### src/inc/spl_pkg.sv
// Constants, register map and encodings shared by the position loop gain stage.
package spl_pkg;

    // Parameter addresses on the keypad and serial parameter port.
    localparam logic [15:0] ADDR_KPP     = 16'h0200;
    localparam logic [15:0] ADDR_PFG     = 16'h0202;
    localparam logic [15:0] ADDR_KVP     = 16'h0208;
    localparam logic [15:0] ADDR_TUNE    = 16'h0240;
    localparam logic [15:0] ADDR_BW      = 16'h0242;
    localparam logic [15:0] ADDR_CTRL    = 16'h0244;
    localparam logic [15:0] ADDR_PRESET1 = 16'h0112;
    localparam logic [15:0] ADDR_PRESET2 = 16'h0114;
    localparam logic [15:0] ADDR_PRESET3 = 16'h0116;
    localparam logic [15:0] ADDR_STATUS  = 16'h0246;

    // Reset values.
    localparam logic [15:0] KPP_RST  = 16'h0023;
    localparam logic [15:0] PFG_RST  = 16'h0032;
    localparam logic [15:0] KVP_RST  = 16'h008C;
    localparam logic [15:0] BW_RST   = 16'h0005;
    localparam logic [31:0] PRESET_RST = 32'h0000_0000;

    // Accepted ranges.
    localparam logic [15:0] KPP_MAX  = 16'h07FF;
    localparam logic [15:0] PFG_MAX  = 16'h0064;
    localparam logic [15:0] BW_MIN   = 16'h0001;
    localparam logic [15:0] BW_MAX   = 16'h000A;
    localparam logic [15:0] KV_MAX   = 16'hFFFF;
    localparam logic signed [31:0] SPD_HI = 32'sh0000_C350;
    localparam logic signed [31:0] SPD_LO = -32'sh0000_C350;
    localparam logic signed [49:0] SAT_HI = 50'sh0_0000_0000_C350;
    localparam logic signed [49:0] SAT_LO = -50'sh0_0000_0000_C350;

    // Arithmetic constants.
    localparam logic signed [48:0] FF_DIV       = 49'sh0_0000_0000_0064;
    localparam logic [15:0]        KP_PER_LEVEL = 16'h0014;
    localparam logic signed [32:0] RAMP_STEP    = 33'sh0_0000_0010;

    // Field positions.
    localparam int TUNE_BIT = 0;
    localparam int PDFF_BIT = 0;

    // Control modes of the drive.
    typedef enum logic [1:0] {
        MODE_POS  = 2'b00,
        MODE_SPD  = 2'b01,
        MODE_SPDZ = 2'b10
    } spl_mode_t;

    // Gain tuning modes.
    typedef enum logic {
        TUNE_MANUAL = 1'b0,
        TUNE_AUTO   = 1'b1
    } spl_tune_t;

endpackage

### src/rtl/spl_sync.sv
// Three-stage synchroniser with agreement filter for the speed select inputs.
`timescale 1ns/1ps
module spl_sync
    import spl_pkg::*;
(
    input  wire logic       clk,
    input  wire logic       sys_rst,
    input  wire logic [1:0] in_async,
    output logic      [1:0] sync_out
);

    logic [1:0] s1_r;
    logic [1:0] s2_r;
    logic [1:0] s3_r;
    logic [1:0] out_r;
    logic [1:0] out_nxt;

    genvar gi;
    generate
        for (gi = 0; gi < 2; gi++) begin : g_bit
            // A change is accepted only once the second and third stages agree.
            always_comb begin
                out_nxt[gi] = (s2_r[gi] == s3_r[gi]) ? s3_r[gi] : out_r[gi];
            end

            // The first stage feeds only the second stage.
            always_ff @(posedge clk) begin
                if (sys_rst) begin
                    s1_r[gi]  <= 1'b0;
                    s2_r[gi]  <= 1'b0;
                    s3_r[gi]  <= 1'b0;
                    out_r[gi] <= 1'b0;
                end else begin
                    s1_r[gi]  <= in_async[gi];
                    s2_r[gi]  <= s1_r[gi];
                    s3_r[gi]  <= s2_r[gi];
                    out_r[gi] <= out_nxt[gi];
                end
            end
        end
    endgenerate

    assign sync_out = out_r;

endmodule

### src/rtl/spl_top.sv
// Position loop gain stage with speed command source selection and tuning mode.
//
// Behaviour
// Position gain 0..2047, reset 35, used.
// Software keeps speed gain four times position gain.
// Software sets position gain as 2*pi*bandwidth.
// Feed-forward gain 0..100 percent, reset 50.
// Manual tuning uses user gains, no auxiliaries.
// Auto tuning adapts gains from inertia, ten levels.
// Tuning mode register selects manual or auto.
// Speed command from analog input or presets.
// Serial rewrite of a preset drives speed.
// Speed command ramped; PI or PDFF selectable.
// Nonzero select code picks preset on change.
// Code zero: zero command or analog reference.
// Gain times error plus feed-forward, saturated.
`timescale 1ns/1ps
module spl_top
    import spl_pkg::*;
(
    input  wire logic        clk,
    input  wire logic        sys_rst,
    input  wire logic        param_wr_en,
    input  wire logic        param_rd_en,
    input  wire logic [15:0] param_addr,
    input  wire logic [31:0] param_wr_data,
    output logic      [31:0] param_rd_data,
    output logic             param_rd_valid,
    input  wire logic [1:0]  control_mode,
    input  wire logic        speed_select_low,
    input  wire logic        speed_select_high,
    input  wire logic [31:0] analog_speed_ref,
    input  wire logic [31:0] position_error,
    input  wire logic [31:0] command_rate,
    input  wire logic [15:0] load_inertia,
    output logic      [31:0] speed_command,
    output logic      [15:0] position_gain,
    output logic      [15:0] velocity_gain,
    output logic             aux_tuning_enable,
    output logic             pdff_select
);

    // Parameter registers.
    logic [15:0]        kpp_r, kpp_nxt;
    logic [15:0]        pfg_r, pfg_nxt;
    logic [15:0]        kvp_r, kvp_nxt;
    logic [15:0]        bw_r, bw_nxt;
    spl_tune_t          tune_r, tune_nxt;
    logic               pdff_r, pdff_nxt;
    logic [31:0]        preset_r [1:3];
    logic [31:0]        preset_nxt [1:3];
    logic [31:0]        rd_r, rd_nxt;
    logic               rdv_r, rdv_nxt;

    // Loop state.
    logic [1:0]         sel_sync;
    logic [1:0]         sel_prev_r, sel_prev_nxt;
    logic [1:0]         sel_idx_r, sel_idx_nxt;
    logic signed [31:0] target_r, target_nxt;
    logic signed [31:0] spd_r, spd_nxt;
    logic [15:0]        kp_eff_r, kp_eff_nxt;
    logic [15:0]        kv_eff_r, kv_eff_nxt;
    logic               aux_r, aux_nxt;

    // Arithmetic temporaries.
    logic signed [48:0] p_term;
    logic signed [48:0] ff_prod;
    logic signed [48:0] ff_term;
    logic signed [49:0] loop_sum;
    logic signed [31:0] loop_sat;
    logic signed [32:0] ramp_diff;
    logic [31:0]        kp_calc;
    logic [32:0]        kv_calc;
    logic signed [31:0] wr_signed;
    logic               preset_ok;

    // Speed select pins arrive asynchronously from the digital inputs.
    spl_sync u_sync (
        .clk      (clk),
        .sys_rst  (sys_rst),
        .in_async ({speed_select_high, speed_select_low}),
        .sync_out (sel_sync)
    );

    // Parameter writes; out-of-range values are dropped so the old setting stays.
    always_comb begin
        wr_signed  = $signed(param_wr_data);
        preset_ok  = (wr_signed >= SPD_LO) && (wr_signed <= SPD_HI);
        kpp_nxt    = kpp_r;
        pfg_nxt    = pfg_r;
        kvp_nxt    = kvp_r;
        bw_nxt     = bw_r;
        tune_nxt   = tune_r;
        pdff_nxt   = pdff_r;
        preset_nxt = preset_r;
        if (param_wr_en) begin
            unique case (param_addr)
                ADDR_KPP: if (param_wr_data <= {16'h0000, KPP_MAX}) kpp_nxt = param_wr_data[15:0];
                ADDR_PFG: if (param_wr_data <= {16'h0000, PFG_MAX}) pfg_nxt = param_wr_data[15:0];
                ADDR_KVP: if (param_wr_data[31:16] == 16'h0000) kvp_nxt = param_wr_data[15:0];
                ADDR_BW: begin
                    if ((param_wr_data >= {16'h0000, BW_MIN}) && (param_wr_data <= {16'h0000, BW_MAX})) begin
                        bw_nxt = param_wr_data[15:0];
                    end
                end
                ADDR_TUNE:    tune_nxt = spl_tune_t'(param_wr_data[TUNE_BIT]);
                ADDR_CTRL:    pdff_nxt = param_wr_data[PDFF_BIT];
                ADDR_PRESET1: if (preset_ok) preset_nxt[1] = param_wr_data;
                ADDR_PRESET2: if (preset_ok) preset_nxt[2] = param_wr_data;
                ADDR_PRESET3: if (preset_ok) preset_nxt[3] = param_wr_data;
                default: ;
            endcase
        end
    end

    // Parameter reads answer one cycle later; unmapped addresses read zero.
    always_comb begin
        rdv_nxt = param_rd_en;
        rd_nxt  = rd_r;
        if (param_rd_en) begin
            unique case (param_addr)
                ADDR_KPP:     rd_nxt = {16'h0000, kpp_r};
                ADDR_PFG:     rd_nxt = {16'h0000, pfg_r};
                ADDR_KVP:     rd_nxt = {16'h0000, kvp_r};
                ADDR_BW:      rd_nxt = {16'h0000, bw_r};
                ADDR_TUNE:    rd_nxt = {31'h0000_0000, tune_r};
                ADDR_CTRL:    rd_nxt = {31'h0000_0000, pdff_r};
                ADDR_PRESET1: rd_nxt = preset_r[1];
                ADDR_PRESET2: rd_nxt = preset_r[2];
                ADDR_PRESET3: rd_nxt = preset_r[3];
                ADDR_STATUS:  rd_nxt = {kv_eff_r, kp_eff_r};
                default:      rd_nxt = 32'h0000_0000;
            endcase
        end
    end

    // Gain selection: manual passes the user gains through, auto derives them
    // from the chosen bandwidth level and the measured inertia.
    always_comb begin
        kp_calc = 32'(bw_r) * 32'(KP_PER_LEVEL);
        kv_calc = 33'({kp_eff_r, 2'b00}) + 33'(32'(load_inertia) * 32'(bw_r));
        unique case (tune_r)
            TUNE_MANUAL: begin
                kp_eff_nxt = kpp_r;
                kv_eff_nxt = kvp_r;
                aux_nxt    = 1'b0;
            end
            TUNE_AUTO: begin
                kp_eff_nxt = (kp_calc > 32'(KPP_MAX)) ? KPP_MAX : kp_calc[15:0];
                kv_eff_nxt = (kv_calc > 33'(KV_MAX)) ? KV_MAX : kv_calc[15:0];
                aux_nxt    = 1'b1;
            end
        endcase
    end

    // Position loop: proportional term plus feed-forward share of command rate.
    always_comb begin
        p_term   = $signed({1'b0, kp_eff_r}) * $signed(position_error);
        ff_prod  = $signed({1'b0, pfg_r}) * $signed(command_rate);
        ff_term  = ff_prod / FF_DIV;
        loop_sum = {p_term[48], p_term} + {ff_term[48], ff_term};
        if (loop_sum > SAT_HI) begin
            loop_sat = SPD_HI;
        end else if (loop_sum < SAT_LO) begin
            loop_sat = SPD_LO;
        end else begin
            loop_sat = loop_sum[31:0];
        end
    end

    // Speed source: the preset index is taken only when a select pin changes,
    // while the preset value itself is read live so serial rewrites act at once.
    always_comb begin
        sel_prev_nxt = sel_sync;
        sel_idx_nxt  = (sel_sync != sel_prev_r) ? sel_sync : sel_idx_r;
        unique case (sel_idx_r)
            2'b00:   target_nxt = (control_mode == MODE_SPDZ) ? 32'sh0000_0000
                                                              : $signed(analog_speed_ref);
            2'b01:   target_nxt = $signed(preset_r[1]);
            2'b10:   target_nxt = $signed(preset_r[2]);
            2'b11:   target_nxt = $signed(preset_r[3]);
        endcase
    end

    // Command output: position mode follows the loop, speed modes slew toward
    // the target. The linear slew stands in for a full S-curve profile.
    always_comb begin
        ramp_diff = {target_r[31], target_r} - {spd_r[31], spd_r};
        case (control_mode)
            MODE_POS: spd_nxt = loop_sat;
            MODE_SPD, MODE_SPDZ: begin
                if (ramp_diff > RAMP_STEP) begin
                    spd_nxt = spd_r + RAMP_STEP[31:0];
                end else if (ramp_diff < -RAMP_STEP) begin
                    spd_nxt = spd_r - RAMP_STEP[31:0];
                end else begin
                    spd_nxt = target_r;
                end
            end
            default: spd_nxt = 32'sh0000_0000;
        endcase
    end

    // All state registers.
    always_ff @(posedge clk) begin
        if (sys_rst) begin
            kpp_r      <= KPP_RST;
            pfg_r      <= PFG_RST;
            kvp_r      <= KVP_RST;
            bw_r       <= BW_RST;
            tune_r     <= TUNE_MANUAL;
            pdff_r     <= 1'b0;
            preset_r   <= '{PRESET_RST, PRESET_RST, PRESET_RST};
            rd_r       <= 32'h0000_0000;
            rdv_r      <= 1'b0;
            sel_prev_r <= 2'b00;
            sel_idx_r  <= 2'b00;
            target_r   <= 32'sh0000_0000;
            spd_r      <= 32'sh0000_0000;
            kp_eff_r   <= KPP_RST;
            kv_eff_r   <= KVP_RST;
            aux_r      <= 1'b0;
        end else begin
            kpp_r      <= kpp_nxt;
            pfg_r      <= pfg_nxt;
            kvp_r      <= kvp_nxt;
            bw_r       <= bw_nxt;
            tune_r     <= tune_nxt;
            pdff_r     <= pdff_nxt;
            preset_r   <= preset_nxt;
            rd_r       <= rd_nxt;
            rdv_r      <= rdv_nxt;
            sel_prev_r <= sel_prev_nxt;
            sel_idx_r  <= sel_idx_nxt;
            target_r   <= target_nxt;
            spd_r      <= spd_nxt;
            kp_eff_r   <= kp_eff_nxt;
            kv_eff_r   <= kv_eff_nxt;
            aux_r      <= aux_nxt;
        end
    end

    assign param_rd_data     = rd_r;
    assign param_rd_valid    = rdv_r;
    assign speed_command     = spd_r;
    assign position_gain     = kp_eff_r;
    assign velocity_gain     = kv_eff_r;
    assign aux_tuning_enable = aux_r;
    assign pdff_select       = pdff_r;
endmodule

### config.mk
export PLATFORM = sky130hd
export DESIGN_NAME = spl_top
export DESIGN_NICKNAME = d
export VERILOG_FILES = /design/src/inc/spl_pkg.sv /design/src/rtl/spl_sync.sv /design/src/rtl/spl_top.sv
export SDC_FILE = /design/constraint.sdc
export NUM_CORES = 2
export LEC_CHECK = 0
export BUFFER_PORTS_ARGS = -buffer_cell sky130_fd_sc_hd__buf_2
export CAP_MARGIN = 20
export CORE_ASPECT_RATIO = 0.6
export CORE_MARGIN = 5
export CORE_UTILIZATION = 30
export CTS_CLUSTER_DIAMETER = 50
export DETAILED_ROUTE_END_ITERATION = 6
export PLACE_DENSITY = 0.45
export SYNTH_ARGS = -nofsm -noshare
export SYNTH_HDL_FRONTEND = slang
export SYNTH_HIERARCHICAL = 1
export SYNTH_SLANG_ARGS = --single-unit
### constraint.sdc
create_clock -name clk -period 40 [get_ports clk]
set_clock_uncertainty 0.05 [all_clocks]
set_input_delay 2 -clock clk [delete_from_list [all_inputs] [get_ports clk]]
set_output_delay 2 -clock clk [all_outputs]
set_load 0.05 [all_outputs]
## After elaboration in Yosys (flattened, before gate mapping)

Cells that the tools add are included.

| storage, ports and cells | value |
|---|---|
| input bits | 168 |
| logic and storage cells | 95 |
| output and inout bits | 99 |
| register bits | 304 |

| operators by class | value |
|---|---|
| bitwise logic cells | 1 |
| reductions and logical operators | 15 |
| order comparisons | 12 |
| div/mod/pow operators | 1 |
| multiply operators | 4 |
| mux-type cells | 13 |
| equal/unequal tests | 18 |
| add/subtract/negate cells | 5 |

Operators with widths:

| kind | count |
|---|---|
| $pmux 32 s10 | 1 |
| $mux 32 | 5 |
| $pmux 32 s4 | 1 |
| $eq 16x10->1 const B | 7 |
| $mul 17x32->49 | 2 |
| $pmux 16 s2 | 2 |
| $pmux 32 s2 | 1 |
| $add 49x49->50 | 1 |
| $gt 50x17->1 const B | 1 |
| $lt 50x17->1 const B | 1 |
| $div 49x8->49 const B | 1 |
| $eq 16x9->1 const B | 3 |
| $add 18x32->33 | 1 |
| $gt 33x16->1 const B | 1 |
| $gt 33x6->1 const B | 1 |
| $lt 33x5->1 const B | 1 |
| $sub 32x32->33 | 1 |
| $add 32x5->32 const B | 1 |
| $ge 32x1->1 const B | 1 |
| $ge 32x17->1 const B | 1 |
| $le 32x11->1 const B | 1 |
| $le 32x17->1 const B | 1 |
| $le 32x4->1 const B | 1 |
| $le 32x7->1 const B | 1 |
| 17 further kinds | 31 |

## Depth between registers and ports, before layout

| depth | value |
|---|---|
| depth in word-level cells | 7 |
| mapped depth | 208 |
| depth with buffers taken out | 188 |

## By module

Netlist, hierarchy kept.

Modules (own cells, without submodules):

| module | area an instance (um^2) | times used | cells each |
|---|---|---|---|
| spl_top | 75302.2 | 1 | 9077 |
| spl_sync | 227.7 | 1 | 20 |

## Worst setup path after synthesis

Ideal clock, no wire load.

| path | value |
|---|---|
| kind | input -> register |
| start | in command_rate[31] |
| end | reg spd_r[3], in the netlist speed_command[3] |
| buffers on the path | 12 |
| library setup time | 66 ps |
| data arrival time | 43146 ps |
| cell stages on the path | 184 |
| path slack | -3262 ps |
| cell sequence | clkbuf_1 > nand2_1 > inv_1 > fa_1 > fa_1 > inv_1 > fa_1 > fa_1 > fa_1 > inv_1 > fa_1 > ha_1 > clkbuf_1 > nand2_1 > nor2_1 > and3_1 > and2_1 > a2111oi_1 > [148 not listed] > a21oi_1 > o21bai_1 > a21oi_1 > o21bai_1 > a21oi_1 > o21bai_1 > a21oi_1 > o21bai_1 > a21oi_1 > xnor2_1 > or2_2 > o41a_1 > nor2b_1 > nor2b_1 > inv_1 > o21ai_0 > a22oi_1 > nor2_1 |

| between the ends | value |
|---|---|
| longest elaborated chain between the ends | 7 |
| elaborated cells between the ends (all ways) | 8 |
| those cells by class | add/sub: 1; mul: 1; div: 1; order compare: 2; mux: 3 |

Ends and longest elaborated chain:

| what | RTL line | RTL |
|---|---|---|
| start, declared | spl_top.sv:34 | `input wire logic [31:0] command_rate,` |
| $mul 17x32->49 (*) | spl_top.sv:159 | `ff_prod = $signed({1'b0, pfg_r}) * $signed(command_rate);` |
| $div 49x8->49 (*) | spl_top.sv:160 | `ff_term = ff_prod / FF_DIV;` |
| $add 49x49->50 (*) | spl_top.sv:161 | `loop_sum = {p_term[48], p_term} + {ff_term[48], ff_term};` |
| $lt 50x17->1 | spl_top.sv:164 | `end else if (loop_sum < SAT_LO) begin` |
| $mux 32 | spl_top.sv:164 |  |
| $mux 32 (*) | spl_top.sv:162 | `if (loop_sum > SAT_HI) begin` |
| $pmux 32 s2 (*) | spl_top.sv:189 | `case (control_mode)` |
| end signal, assigned | spl_top.sv:236 | `spd_r <= spd_nxt;` |
| end, declared | spl_top.sv:60 | `logic signed [31:0] spd_r, spd_nxt;` |

Mark *: on every way between the ends. The rest lies on a longest branch, timed or not.
A chain may end at the register's enable or synchronous reset.

## Worst setup path in the final report

| path | value |
|---|---|
| start | in command_rate[28] |
| end | reg spd_r[22], in the netlist speed_command[22] |

Same word-level chain as after synthesis.

==> flow_metrics.py <==
metrics = {
    "status": {
        "status": "finished with violations",
        "violations": "DRC, setup timing",
    },
    "synth": {
        "synth_fp_nets": 10930,
        "synth.largest_area_cell": "fa_1",
        "synth_xor_area_frac": 0.04223,
        "syn_area_sq_um": 75530,
        "ys_ff_latch": 304,
        "synth_edf_count": 0,
        "ys.flop_type": "dfxtp_1",
        "ys_types": 167,
        "synthArstFlopShare": 0,
        "synthAdderAreaFrac": 0.4022,
        "synthSimpleGateAreaFrac": 0.1811,
        "yosysSeqAreaShare": 0.08058,
        "synth.area.mux_share": 0.01888,
        "synth_area_leaders": "fa_1, dfxtp_1, inv_1",
        "syn_avg_cell_area_sq_um": 8.303,
        "ys_warn_count": 6,
        "synth_compound_area_frac": 0.1716,
        "synth_top_area_frac": 0.3329,
        "syn_inst": 9097,
        "synth_top_family_by_area": "adder cells",
    },
    "placed_design": {
        "io_buffer_count": 266,
        "dpl-instance-area_sq_um": 91180,
        "placed_cells": 13620,
        "place_hpwl_microns": 230100,
        "place_congestion": 0.8930,
    },
    "timing": {
        "maxSlewHeadroom": 0.2079,
        "fmax_mhz": 23.20,
        "worst_pin_slew_ns": 1.188,
        "slew_violations": 0,
        "setup_ws_ns": -3.097,
        "fin_crit_sh": 1.077,
        "hold_viol": 0,
        "min_period_ns": 43.10,
        "setup_violations": 32,
        "rsz0062_at_grt": "yes",
        "setup-tns-final_ns": -96.86,
    },
    "die": {
        "initial_utilization": 0.3019,
        "num_io_pins": 267,
        "rows": 142,
        "die_h_microns": 398.7,
        "die_w_microns": 657.8,
        "dieArea_sq_um": 262200,
        "coreArea_sq_um": 250200,
    },
    "drt": {
        "wl_microns": 282200,
        "dr.pass1.iters": 7,
        "vias_per_cell": 5.037,
        "wl_per_cell_microns": 20.18,
        "drc_errors": 4,
        "ant_nets": 0,
        "drt_iter0_drc": 5808,
        "route.vias.total": 70460,
    },
    "clock_network": {
        "clk_latency_ns": 0.58,
        "cts_tree": "yes",
        "clockBufferDepth": 3,
        "cts_root_buf": "clkbuf_16",
        "ctsHoldBuffers": 0,
        "htreeDepth": 2,
        "clkTransAtPathRegs_ns": 0.06,
        "cts_buffers": 35,
        "cts.sinks": 304,
    },
    "setup_path": {
        "endpoint_kind": "flop",
        "start_kind": "input port",
        "critPathMaxFanout": 8,
        "r2r_start": "pfg_r[11]$_SDFFE_PP0P_",
        "path_class": "in -> reg",
        "critPathMaxStageDelay_ns": 0.62,
        "arrival_ns": 43.55,
        "rr_worst_depth": 199,
        "required_ns": 40.46,
        "critPathBufInv": 62,
        "timing.rr.end": "speed_command[22]$_SDFF_PP0_",
        "cpLargestDelayFamily": "compound AO/OA/AOI/OAI gates",
        "path_common_cell": "buf_4",
        "slowest_stage": "fa_1",
        "regToRegSetupSlack_ns": -2.27,
    },
    "hold_path": {
        "min_from": "u_sync/s1_r[1]$_SDFF_PP0_",
        "worstHoldPathType": "reg -> reg",
        "hold_path_end": "u_sync/s2_r[1]$_SDFF_PP0_",
        "holdPathStages": 1,
    },
    "grt": {
        "grt_pass1_vias": 71760,
        "antenna_found_initial": 29,
        "grt.total_usage": 0.2113,
        "grt_pass1_wl_microns": 439500,
        "grt_max_degree": 151,
        "grt_overflow": 0,
    },
    "finish": {
        "design_area_sq_um": 97680,
        "final_nets": 12480,
        "drive_gt1_frac": 0.2628,
        "n_fill_cell": 25650,
        "final_cells": 13990,
        "post-route-util": 0.3905,
        "area.growth.synth_to_final_pct": 29.33,
    },
    "job": {
        "cap_violations": 0,
    },
}
flip-flops by register name, indices dropped and copies added, names as in the netlist, 16 cells and up:
signal and cells:
preset_r 96, param_rd_data 32, speed_command 32, target_r 32, bw_r 16, kpp_r 16
kvp_r 16, pfg_r 16, position_gain 16, velocity_gain 16
synth_stat cells (all sizes together), types with 112 or more instances:
| cell type | n |
|---|---|
| nand3 | 125 |
| inv | 1559 |
| xor2 | 112 |
| nor3 | 126 |
| ha | 412 |
| and2 | 565 |
| nand2 | 1268 |
| nor2 | 366 |
| xnor2 | 226 |
| clkbuf | 368 |
| a21oi | 518 |
| fa | 1256 |
| o21ai | 259 |
| dfxtp | 304 |
cell type report:
cell class / instances / area, sq um / area share
antenna: 12 / 30.03 / 0.0003074
tap: 3312 / 4144 / 0.04242
inverter: 1559 / 5852 / 0.05991
timing repair buffer: 1956 / 14960 / 0.1532
clock inverter: 12 / 173.9 / 0.001780
sequential: 304 / 6086 / 0.06230
clock buffer: 51 / 1059 / 0.01084
multi-input combinational: 6783 / 65370 / 0.6693
layer usage:
| metal | up-vias | part of all wire | GRT usage |
|---|---|---|---|
| met2 | 2178 | 0.41 | 0.3053 |
| met5 | - | 0 | 0 |
| met1 | 35310 | 0.51 | 0.3377 |
| met3 | 206 | 0.069 | 0.02797 |
| met4 | 0 | 0.015 | 0.02655 |
| li1 | 32760 | - | - |
layout by cell type, fill, tap and decap left out, types with 135 or more instances in the layout:
cell type	synthesis	layout
dfxtp_1	304	304
nand2_1	1264	1238
buf_2	34	241
a21oi_1	507	443
nor2_1	359	325
buf_4	30	1593
xnor2_1	209	192
ha_1	412	385
o21ai_0	166	135
inv_1	1554	1537
and2_1	564	551
fa_1	1256	1243
kinds of logic (layout without fill, tap and decap cells):
group,count (synthesis),in the layout
other cells,0,12
compound gates,1805,1807
simple gates,2832,2832
flops,304,304
buf+inv,2012,3578
xor+xnor,339,339
fa+ha+maj,1676,1676
mux,129,129
timing repair:
action / in CTS / in global routing
gates resized for setup: 308 / 318
gates cloned: 4 / 2
pin swaps: 169 / 210
buffers inserted: 212 / 69
endpoints found under the setup margin: 32 / 32
stage by stage:
step                      hold slack, ns  setup slack (ns)
final                             0.3914            -3.097
after global routing              0.4097            -4.914
after CTS                         0.3966            -2.396
after detailed placement          0.3772            -4.669
after global placement            0.3806            -4.711
after floorplan                   0.3638            -1.166
worst max path at each step:
stage                      from  cells past startpoint                       endpoint
4_1_cts        command_rate[17]                    198   speed_command[22]$_SDFF_PP0_
3_3_place_gp   command_rate[18]                    191  speed_command[3]$_SDFFE_PP0P_
2_1_floorplan  command_rate[13]                    195  speed_command[3]$_SDFFE_PP0P_
3_5_place_dp   command_rate[16]                    197   speed_command[19]$_SDFF_PP0_
5_1_grt        command_rate[27]                    220  speed_command[3]$_SDFFE_PP0P_
6_report       command_rate[28]                    200   speed_command[22]$_SDFF_PP0_
Power is left out: the tool's default activity adds up to more than one toggle a clock period on the data nets, which glitch-free logic cannot reach.
